## config.mk

```make
export PLATFORM = sky130hd
export DESIGN_NAME = flash_spi_front
export DESIGN_NICKNAME = d
export VERILOG_FILES = /design/src/flash_spi_pkg.sv /design/src/flash_spi_front.sv
export SDC_FILE = /design/constraint.sdc
export NUM_CORES = 1
export LEC_CHECK = 0
export ABC_AREA = 0
export BUFFER_PORTS_ARGS = -buffer_cell sky130_fd_sc_hd__clkbuf_2
export CAP_MARGIN = 30
export CORE_UTILIZATION = 55
export CTS_CLUSTER_DIAMETER = 150
export CTS_CLUSTER_SIZE = 40
export DETAILED_ROUTE_END_ITERATION = 7
export GPL_TIMING_DRIVEN = 0
export PLACE_DENSITY = 0.83
export SYNTH_ARGS = -nofsm -noshare
export SYNTH_HDL_FRONTEND = slang
export SYNTH_SLANG_ARGS = --single-unit
```

## constraint.sdc

```tcl
create_clock -name clk_in -period 3.1 [get_ports clk_in]
set_input_delay 0.155 -clock clk_in [delete_from_list [all_inputs] [get_ports clk_in]]
set_output_delay 0.155 -clock clk_in [all_outputs]
set_load 0.02 [all_outputs]
```

## src/flash_spi_pkg.sv

```systemverilog
// Constants for the serial flash front end.
// Assumes a 20 MHz system clock sampling all serial pins.
// Function
// - Command, address and data bits are taken from serial input on rising clock edges.
// - Output bits change on falling serial clock edges.
// - Select falling enables the device and the master holds it low for a whole command.
// - Clock idling low or high both work with the same edges.
// - Pause starts when the pause input is low while the clock is low, or at the next clock low.
// - Pause ends when the pause input is high while the clock is low, or at the next clock low.
// - While paused the output floats and the clock and input are ignored.
// - Select going high while paused resets the serial logic.
// - A status write is refused when write protect is low and the lock bit is set.
// - Protection level status bits 4:2 (not bit 5) protect the array; the lock bit protects the status register.
// - The array has 4 KB sectors, 32 KB blocks and 64 KB blocks.
// - In auto-increment programming the output shows ready or busy.
// - The lock bit clears at power-up.
// - Bytes move most significant bit first in 8-bit cycles.
package flash_spi_pkg;
  localparam int BYTE_BITS = 8;
  localparam int ADDR_BITS = 20;
  localparam logic [7:0] CMD_READ_STATUS = 8'h05;
  localparam logic [7:0] CMD_WRITE_ENABLE = 8'h06;
  localparam logic [7:0] CMD_WRITE_DISABLE = 8'h04;
  localparam logic [7:0] CMD_STATUS_WRITE = 8'h01;
  localparam logic [7:0] CMD_AUTO_INC = 8'hAD;
  localparam logic [7:0] CMD_SECTOR_ERASE = 8'h20;
  localparam logic [7:0] CMD_BLOCK32_ERASE = 8'h52;
  localparam logic [7:0] CMD_BLOCK64_ERASE = 8'hD8;
  localparam int ST_BUSY = 0;
  localparam int ST_WEL = 1;
  localparam int ST_LVL_LSB = 2;
  localparam int ST_LVL_MSB = 5;
  localparam int ST_AUTO = 6;
  localparam int ST_LOCK = 7;
  localparam logic [7:0] STATUS_RESET = 8'h1C;
  localparam logic [7:0] STATUS_WR_MASK = 8'hBC;
  localparam int SECTOR_LSB = 12;
  localparam int BLOCK32_LSB = 15;
  localparam int BLOCK64_LSB = 16;
  localparam logic [2:0] BIT_LAST = 3'h7;
  localparam logic [1:0] IDX_OPCODE = 2'h0;
  localparam logic [1:0] IDX_FIRST = 2'h1;
  localparam logic [1:0] IDX_LAST = 2'h3;
endpackage : flash_spi_pkg

```

## src/flash_spi_front.sv

```systemverilog
// Serial front end: select, clock edges, pause, status register, protect.
// Assumes serial pins are asynchronous to clk_in and far slower.
`timescale 1ns/1ps
module flash_spi_front
  import flash_spi_pkg::*;
(
  // System
  input wire logic clk_in,
  input wire logic resetn_in,
  // Serial pins
  input wire logic sel_n_in,
  input wire logic sclk_in,
  input wire logic sdi_in,
  input wire logic pause_n_in,
  input wire logic wprot_n_in,
  output logic sdo_out,
  output logic sdo_oe_out,
  // Array side
  input wire logic busy_in,
  output logic erase_req_out,
  output logic [flash_spi_pkg::ADDR_BITS-1:0] erase_base_out,
  output logic [7:0] status_out,
  output logic paused_out
);
  import flash_spi_pkg::*;

  logic [1:0] rst_sync_reg;
  logic rst_n;
  logic [1:0] sel_s_reg, clk_s_reg, sdi_s_reg, pau_s_reg, wp_s_reg;
  logic clk_d_reg, sel_d_reg;
  logic sel_n, sclk, sdi, pause_n, wprot_n;
  logic rise, fall, sel_fall;
  logic paused_reg;
  logic [7:0] shift_reg, shift_next;
  logic [2:0] bit_cnt_reg;
  logic [7:0] cmd_reg;
  logic [1:0] byte_idx_reg;
  logic [23:0] addr_reg;
  logic [7:0] status_word;
  logic busy_reg, wel_reg, auto_reg, lock_reg;
  logic [ST_LVL_MSB-ST_LVL_LSB:0] level_reg;
  logic [7:0] out_reg;
  logic sdo_reg;
  logic byte_done, active;
  logic wr_allowed;
  // Decoded strobes
  logic opcode_done, status_wr, status_take;
  logic erase_cmd, erase_hit;
  logic [ADDR_BITS-1:0] erase_base_next;
  logic read_load, read_shift;

  always_ff @(posedge clk_in or negedge resetn_in)
  begin
    if (!resetn_in) rst_sync_reg <= 2'h0;
    else rst_sync_reg <= {rst_sync_reg[0], 1'b1};
  end
  assign rst_n = rst_sync_reg[1];

  // Two-stage pin synchronisers
  always_ff @(posedge clk_in or negedge rst_n)
  begin
    if (!rst_n)
    begin
      sel_s_reg <= 2'h3;
      clk_s_reg <= 2'h0;
      sdi_s_reg <= 2'h0;
      pau_s_reg <= 2'h3;
      wp_s_reg <= 2'h3;
    end
    else
    begin
      sel_s_reg <= {sel_s_reg[0], sel_n_in};
      clk_s_reg <= {clk_s_reg[0], sclk_in};
      sdi_s_reg <= {sdi_s_reg[0], sdi_in};
      pau_s_reg <= {pau_s_reg[0], pause_n_in};
      wp_s_reg <= {wp_s_reg[0], wprot_n_in};
    end
  end
  assign sel_n = sel_s_reg[1];
  assign sclk = clk_s_reg[1];
  assign sdi = sdi_s_reg[1];
  assign pause_n = pau_s_reg[1];
  assign wprot_n = wp_s_reg[1];

  always_ff @(posedge clk_in or negedge rst_n)
  begin
    if (!rst_n)
    begin
      clk_d_reg <= 1'b0;
      sel_d_reg <= 1'b1;
    end
    else
    begin
      clk_d_reg <= sclk;
      sel_d_reg <= sel_n;
    end
  end
  // Edges found the same way whatever the idle level
  assign rise = sclk && !clk_d_reg;
  assign fall = !sclk && clk_d_reg;
  assign sel_fall = sel_d_reg && !sel_n;
  assign active = !sel_n && !paused_reg && !sel_fall;

  // Pause changes only while the clock is low, except that select high clears it
  always_ff @(posedge clk_in or negedge rst_n)
  begin
    if (!rst_n) paused_reg <= 1'b0;
    else if (sel_n) paused_reg <= 1'b0;
    else if (!sclk) paused_reg <= !pause_n;
  end
  assign paused_out = paused_reg;

  assign shift_next = {shift_reg[6:0], sdi};
  assign byte_done = active && rise && (bit_cnt_reg == BIT_LAST);
  assign wr_allowed = wprot_n || !lock_reg;

  // Strobes decoded from the byte framing
  assign opcode_done = byte_done && (byte_idx_reg == IDX_OPCODE);
  assign status_wr = byte_done && (byte_idx_reg == IDX_FIRST) &&
    (cmd_reg == CMD_STATUS_WRITE);
  assign status_take = status_wr && wr_allowed && wel_reg;

  // Serial input shifter
  always_ff @(posedge clk_in or negedge rst_n)
  begin
    if (!rst_n)
      shift_reg <= 8'h00;
    else if (active && rise)
      shift_reg <= shift_next;
  end

  // Bit count; select high clears it, also from pause
  always_ff @(posedge clk_in or negedge rst_n)
  begin
    if (!rst_n)
      bit_cnt_reg <= 3'h0;
    else if (sel_n || sel_fall)
      bit_cnt_reg <= 3'h0;
    else if (active && rise)
      bit_cnt_reg <= bit_cnt_reg + 3'h1;
  end

  // Byte count, held at the last address byte
  always_ff @(posedge clk_in or negedge rst_n)
  begin
    if (!rst_n)
      byte_idx_reg <= IDX_OPCODE;
    else if (sel_n || sel_fall)
      byte_idx_reg <= IDX_OPCODE;
    else if (byte_done && byte_idx_reg != IDX_LAST)
      byte_idx_reg <= byte_idx_reg + 2'h1;
  end

  // Opcode of the current command
  always_ff @(posedge clk_in or negedge rst_n)
  begin
    if (!rst_n)
      cmd_reg <= 8'h00;
    else if (sel_n || sel_fall)
      cmd_reg <= 8'h00;
    else if (opcode_done)
      cmd_reg <= shift_next;
  end

  // Address bytes after the opcode
  always_ff @(posedge clk_in or negedge rst_n)
  begin
    if (!rst_n)
      addr_reg <= 24'h00_0000;
    else if (byte_done && byte_idx_reg != IDX_OPCODE)
      addr_reg <= {addr_reg[15:0], shift_next};
  end

  // Busy flag follows the array
  always_ff @(posedge clk_in or negedge rst_n)
  begin
    if (!rst_n)
      busy_reg <= STATUS_RESET[ST_BUSY];
    else
      busy_reg <= busy_in;
  end

  // Write enable; used up by erase and by any status write attempt
  always_ff @(posedge clk_in or negedge rst_n)
  begin
    if (!rst_n)
      wel_reg <= STATUS_RESET[ST_WEL];
    else if (status_wr || erase_req_out ||
      (opcode_done && shift_next == CMD_WRITE_DISABLE))
      wel_reg <= 1'b0;
    else if (opcode_done && shift_next == CMD_WRITE_ENABLE)
      wel_reg <= 1'b1;
  end

  // Auto-increment mode flag
  always_ff @(posedge clk_in or negedge rst_n)
  begin
    if (!rst_n)
      auto_reg <= STATUS_RESET[ST_AUTO];
    else if (opcode_done && shift_next == CMD_WRITE_DISABLE)
      auto_reg <= 1'b0;
    else if (opcode_done && shift_next == CMD_AUTO_INC && wel_reg)
      auto_reg <= 1'b1;
  end

  // Protection level and lock; a refused write leaves both alone
  always_ff @(posedge clk_in or negedge rst_n)
  begin
    if (!rst_n)
    begin
      level_reg <= STATUS_RESET[ST_LVL_MSB:ST_LVL_LSB];
      lock_reg <= STATUS_RESET[ST_LOCK];
    end
    else if (status_take)
    begin
      level_reg <= shift_next[ST_LVL_MSB:ST_LVL_LSB];
      lock_reg <= shift_next[ST_LOCK];
    end
  end

  assign status_word = {lock_reg, auto_reg, level_reg, wel_reg, busy_reg};
  assign status_out = status_word;

  // Erase command seen with its last address byte
  assign erase_cmd = (cmd_reg == CMD_SECTOR_ERASE) ||
    (cmd_reg == CMD_BLOCK32_ERASE) || (cmd_reg == CMD_BLOCK64_ERASE);
  assign erase_hit = byte_done && (byte_idx_reg == IDX_LAST) && erase_cmd;

  always_comb
  begin
    unique case (cmd_reg)
      CMD_SECTOR_ERASE:
        erase_base_next = {addr_reg[11:SECTOR_LSB-8],
          {SECTOR_LSB{1'b0}}};
      CMD_BLOCK32_ERASE:
        erase_base_next = {addr_reg[11:BLOCK32_LSB-8],
          {BLOCK32_LSB{1'b0}}};
      CMD_BLOCK64_ERASE:
        erase_base_next = {addr_reg[11:BLOCK64_LSB-8],
          {BLOCK64_LSB{1'b0}}};
      default:
        erase_base_next = {addr_reg[11:0], shift_next};
    endcase
  end

  // Erase request, only with write enable and the low three level bits (status bits 4:2) clear
  always_ff @(posedge clk_in or negedge rst_n)
  begin
    if (!rst_n)
      erase_req_out <= 1'b0;
    else
      erase_req_out <= erase_hit && wel_reg &&
        (level_reg[ST_LVL_MSB-ST_LVL_LSB-1:0] == 3'h0);
  end

  // Base held until the next erase command
  always_ff @(posedge clk_in or negedge rst_n)
  begin
    if (!rst_n)
      erase_base_out <= '0;
    else if (erase_hit)
      erase_base_out <= erase_base_next;
  end

  // Status read: load on the first falling edge of a byte
  assign read_load = active && fall && (cmd_reg == CMD_READ_STATUS) &&
    (bit_cnt_reg == 3'h0);
  assign read_shift = active && fall && (cmd_reg == CMD_READ_STATUS) &&
    (bit_cnt_reg != 3'h0);

  // Output copy of the status, rotated one bit per falling edge
  always_ff @(posedge clk_in or negedge rst_n)
  begin
    if (!rst_n)
      out_reg <= 8'h00;
    else if (read_load)
      out_reg <= {status_word[6:0], status_word[7]};
    else if (read_shift)
      out_reg <= {out_reg[6:0], out_reg[7]};
  end

  // Output bit, changed only on falling edges
  always_ff @(posedge clk_in or negedge rst_n)
  begin
    if (!rst_n)
      sdo_reg <= 1'b0;
    else if (read_load)
      sdo_reg <= status_word[7];
    else if (read_shift)
      sdo_reg <= out_reg[7];
  end

  // Output pin, ready/busy in auto-increment mode
  always_comb
  begin
    sdo_oe_out = !sel_n && !paused_reg &&
      (cmd_reg == CMD_READ_STATUS || auto_reg);
    if (auto_reg && cmd_reg != CMD_READ_STATUS)
      sdo_out = !busy_reg;
    else
      sdo_out = sdo_reg;
  end
endmodule : flash_spi_front

```

Word-level counts from Yosys, hierarchy flattened --
Cells that the tools add are included. Widths: inputs -> output; s select.
Word-level totals: logic and storage cells 111, bits in writable memories 0, bits in latches 0, bits in registers 85, output and inout port bits 32, bits in read-only memories 0, memories kept 0
Operators by class: bitwise gates (word level) 0, mux-type cells 18, reductions and logical operators 54, add/sub/neg operators 2, div/mod/pow operators 0, magnitude comparators 0, shift-type cells 0, equality and inequality tests 14, multipliers 0
Operators with widths (count):
- $pmux 16 s3 | 1
- $mux 8 | 4
- $logic_and 1x1->1 | 28
- $eq 8x3->1 const B | 3
- $eq 8x8->1 const B | 2
- $reduce_bool 2->1 | 7
- $mux 1 | 9
- $eq 8x1->1 const B | 1
- $eq 8x6->1 const B | 1
- $eq 8x7->1 const B | 1
- $logic_not 1->1 | 8
- $ne 8x3->1 const B | 1
- $logic_or 1x1->1 | 7
- $logic_not 3->1 | 2
- $mux 3 | 2
- $mux 2 | 2
- $ne 2x2->1 const B | 2
- $add 3x1->3 const B | 1
- $eq 3x3->1 const B | 1
- $reduce_bool 3->1 | 1
- $add 2x1->2 const B | 1
- $eq 2x1->1 const B | 1
- $eq 2x2->1 const B | 1
- $logic_not 2->1 | 1

Logic depth before layout (Yosys ltp) --
word-level depth 11, gate-level depth with buffers 8, mapped depth without buffers 6

Least setup slack after synthesis --
OpenSTA, ideal clock, no wires.
kind reg-to-reg, start register paused_reg, in the netlist paused_out, end register addr_reg[10], path slack 1289 ps, cell stages (with the launch flop) 6, required time 2975 ps, arrival time 1687 ps, setup time 125 ps, cells stage by stage dfrtp_1 > nor3b_4 > nand3_2 > nor2_2 > buf_4 > mux2_2
On the way: word-level cells in the longest chain between the ends 6
RTL lines:
- start: declaration | RTL line flash_spi_front.sv:33 | logic paused_reg;
- start signal: assignment | RTL line flash_spi_front.sv:109 | else if (!sclk) paused_reg <= !pause_n;
- $logic_not 1->1 | RTL line flash_spi_front.sv:102 | assign active = !sel_n && !paused_reg && !sel_fall;
- $logic_and 1x1->1 (2 in series) | RTL line flash_spi_front.sv:102
- $logic_and 1x1->1 (2 in series) | RTL line flash_spi_front.sv:114 | assign byte_done = active && rise && (bit_cnt_reg == BIT_LAST);
- $logic_and 1x1->1 | RTL line flash_spi_front.sv:170 | else if (byte_done && byte_idx_reg != IDX_OPCODE)
- end signal: assignment | RTL line flash_spi_front.sv:171 | addr_reg <= {addr_reg[15:0], shift_next};
- end: declaration | RTL line flash_spi_front.sv:38 | logic [23:0] addr_reg;
No other way between the ends. A chain may end at the register's enable or synchronous reset.

Worst setup path in the final report --
start register bit_cnt_reg[0], end register byte_idx_reg[1]
On the way: word-level cells in the longest chain between the ends 4
RTL lines:
- start: declaration | RTL line flash_spi_front.sv:35 | logic [2:0] bit_cnt_reg;
- start signal: assignment | RTL line flash_spi_front.sv:140 | bit_cnt_reg <= bit_cnt_reg + 3'h1;
- $eq 3x3->1 | RTL line flash_spi_front.sv:114
- $logic_and 1x1->1 | RTL line flash_spi_front.sv:114
- $logic_and 1x1->1 | RTL line flash_spi_front.sv:150 | else if (byte_done && byte_idx_reg != IDX_LAST)
- $reduce_bool 2->1 (no source line)
- end signal: assignment | RTL line flash_spi_front.sv:151 | byte_idx_reg <= byte_idx_reg + 2'h1;
- end: declaration | RTL line flash_spi_front.sv:37 | logic [1:0] byte_idx_reg;
No other way between the ends.

==> results_dict.tcl <==
set metrics [dict create \
    status "finished clean" \
    clock_skew_ns 0.0132 \
    gp_congestion 0.750 \
    drv_cap 0 \
    min_period_ns 2.07 \
    ir_drop_v 0.000367 \
    cp-start-kind "flop" \
    cts_resized 0 \
    synth_nets 279 \
    globalRouteOverflowTotal 0 \
    ys.flop_type "dfrtp_1" \
    crit_fanout 3 \
    cpMaxStageDelayCell "or3b_2" \
    fill_cells 426 \
    routed.top_layer "met4" \
    drv_slew 0 \
    coreArea_mm2 0.00599 \
    clk_latency_ns 0.36 \
    die_y_um 81.1 \
    final_util 0.673 \
    drt_iter0_markers 182 \
    crit_type "reg2reg" \
    crit_end "byte_idx_reg[1]$_DFFE_PN0P_" \
    grt_pass1_vias 2184 \
    ys_seq_area_frac 0.614 \
    grt_pass1_wl_um 10400 \
    syn-cell-area_mm2 0.00344 \
    worst_slack_ns 1.03 \
    postSynthAreaPerCell_um2 13.0 \
    crit-reg2reg-launch "bit_cnt_reg[0]$_DFFE_PN0P_" \
    cp_data_required_time_ns 3.34 \
    numCtsBuffers 9 \
    clk_pin_slew_worst_paths_ns 0.08 \
    finalHoldViolations 0 \
    yosys.area.top_type_share 0.538 \
    root_buffer "clkbuf_8" \
    routed_wl_um 6170 \
    cts_num_sinks 84 \
    area_growth_pct 17.0 \
    r2r-end "byte_idx_reg[1]$_DFFE_PN0P_" \
    ys_ff_latch 84 \
    post-place-ws_ns 1.12 \
    cts_buffer_depth 2 \
    setup_violations 0 \
    drc_errors 0 \
    drt-wirelength-per-cell_um 15.3 \
    async_flop_share 1.00 \
    initial_core_util 0.575 \
    ys_top_cells_by_area "dfrtp_1 54%, mux2_2 12%, dfstp_2 7.6%" \
    antenna_left 0 \
    critPathArrivalTime_ns 2.31 \
    cp-startpoint "bit_cnt_reg[0]$_DFFE_PN0P_" \
    synth.distinct_cells 44 \
    synth.most_common_cell "dfrtp_1" \
    hp-class "in2async" \
    grt_use_total 0.218 \
    drt_pass1_iterations 4 \
    detailed_place_hpwl_um 4160 \
    synthTopCellsByCount "74 x dfrtp_1, 36 x mux2_2, 21 x nand2_1" \
    htree_levels 3 \
    p_per_area_mw_per_mm2 504 \
    yosysTopAreaCell "dfrtp_1" \
    via_count 2184 \
    grt_start_max_net_pins 53 \
    largest_register_ffs 20 \
    cpPeakStageDelay_ns 0.50 \
    wl_met2_um 2990 \
    vias_per_cell 5.42 \
    rsz0062_at_grt "no" \
    die_area_mm2 0.00658 \
    tritoncts "built" \
    antennaDiodeCount 0 \
    wl_met3_um 216 \
    io-pin-count 40 \
    synth_edf_count 0 \
    cp_cell_sequence "ha_1 -> ha_1 -> or3b_2 -> nor3_1 -> mux2i_1 -> nor2_1" \
    die_w_um 81.1 \
    cp-end-kind "flop" \
    fmax_ghz 0.483 \
    p_leak_nw 1.98 \
    antenna_found_initial 0 \
    crit_path_frequent_cell "ha_1" \
    layout-drive-gt1-share 0.369 \
    rows 28 \
    nets 337 \
    regToRegSetupSlack_ns 1.03 \
    reg2regPathDepth 6 \
    yosys_warnings 0 \
    synthCells 265 \
    final.period_utilization 0.668 \
    portBuffers 39 \
    wl_met1_um 2810 \
]
[metrics by stage]
stage / total power, mW / std cells / hold slack (ns) / area [um2] / setup TNS [ns]
6_report: 2.03 / 403 / 0.118 / 4030 / 0
2_1_floorplan: 1.24 / 265 / -0.141 / 3440 / 0
4_1_cts: 2.04 / 403 / 0.106 / 4030 / 0
3_5_place_dp: 1.28 / 380 / -0.0565 / 3760 / 0
3_3_place_gp: 1.27 / 379 / -0.0578 / 3730 / -13.90
5_1_grt: 2.10 / 403 / 0.0996 / 4030 / 0
[cells by family (layout without fill, tap and decap cells)]
| logic type | Yosys count | after routing | synth area share |
|---|---|---|---|
| mux | 40 | 40 | 0.129 |
| buf+inv | 23 | 86 | 0.0356 |
| xor+xnor | 2 | 2 | 0.00509 |
| other cells | 1 | 1 | 0.00109 |
| simple gates | 79 | 79 | 0.135 |
| flops | 84 | 84 | 0.614 |
| compound gates | 30 | 30 | 0.0581 |
| fa+ha+maj | 6 | 6 | 0.0218 |
[layout by cell type, fill, tap and decap left out, drive strengths merged, types with 2 or more instances in the layout]
| cell type | instances |
|---|---|
| a21oi | 4 |
| a22o | 7 |
| a41oi | 2 |
| and2 | 12 |
| and3b | 2 |
| and4 | 2 |
| buf | 11 |
| clkbuf | 52 |
| clkinv | 2 |
| clkinvlp | 2 |
| dfrtp | 74 |
| dfstp | 10 |
| dlygate4sd3 | 7 |
| ha | 6 |
| inv | 11 |
| mux2 | 36 |
| mux2i | 4 |
| nand2 | 21 |
| nand2b | 2 |
| nand3 | 2 |
| nand4 | 3 |
| nand4b | 2 |
| nor2 | 17 |
| nor3 | 5 |
| nor3b | 3 |
| nor4 | 3 |
| o21ai | 11 |
| or3b | 2 |
| xnor2 | 2 |
[repair_timing]
item,CTS,global route
setup buffers,0,0
hold buffers,7,0
endpoints found under the hold margin,8,0
[power breakdown]
group | internal [mW] | total, mW | switching, mW
clock | 0.376 | 0.768 | 0.392
sequential | 1.13 | 1.17 | 0.0437
combinational | 0.0413 | 0.0918 | 0.0505
total | 1.54 | 2.03 | 0.486
[layer usage]
layer / track usage / vias to the layer above
met5: 0 / -
met4: 0.105 / 0
met3: 0.0618 / 13
met2: 0.329 / 35
met1: 0.291 / 1092
li1: - / 1044
[worst min-delay path by stage]
stage	startpoint	to	depth (start not counted)
after floorplan	resetn_in	rst_sync_reg[0]$_DFF_PN0_	0
after global placement	resetn_in	rst_sync_reg[0]$_DFF_PN0_	1
after detailed placement	resetn_in	rst_sync_reg[0]$_DFF_PN0_	1
after CTS	resetn_in	rst_sync_reg[1]$_DFF_PN0_	2
after global routing	resetn_in	rst_sync_reg[1]$_DFF_PN0_	2
final	resetn_in	rst_sync_reg[1]$_DFF_PN0_	2
[area by class of cell]
type                            count  area [um2]  share of cell area
Sequential cell                    84        2120               0.526
Multi-Input combinational cell    158        1210               0.300
Timing Repair Buffer               47         293              0.0727
Clock buffer                       11         131              0.0326
Tap cell                           75        93.8              0.0233
Buffer                             12        81.3              0.0202
Clock inverter                      5        62.6              0.0155
Inverter                           11        41.3              0.0102
[critical path: cells and delay by family (launching register included)]
| kind | cells | cell delay (ns) |
|---|---|---|
| muxes | 1 | 0.25 |
| adders and majority gates | 2 | 0.39 |
| and+or+nand+nor | 3 | 0.93 |
| DFF | 1 | 0.40 |
Note: power is estimated with default switching activity, not from simulation.
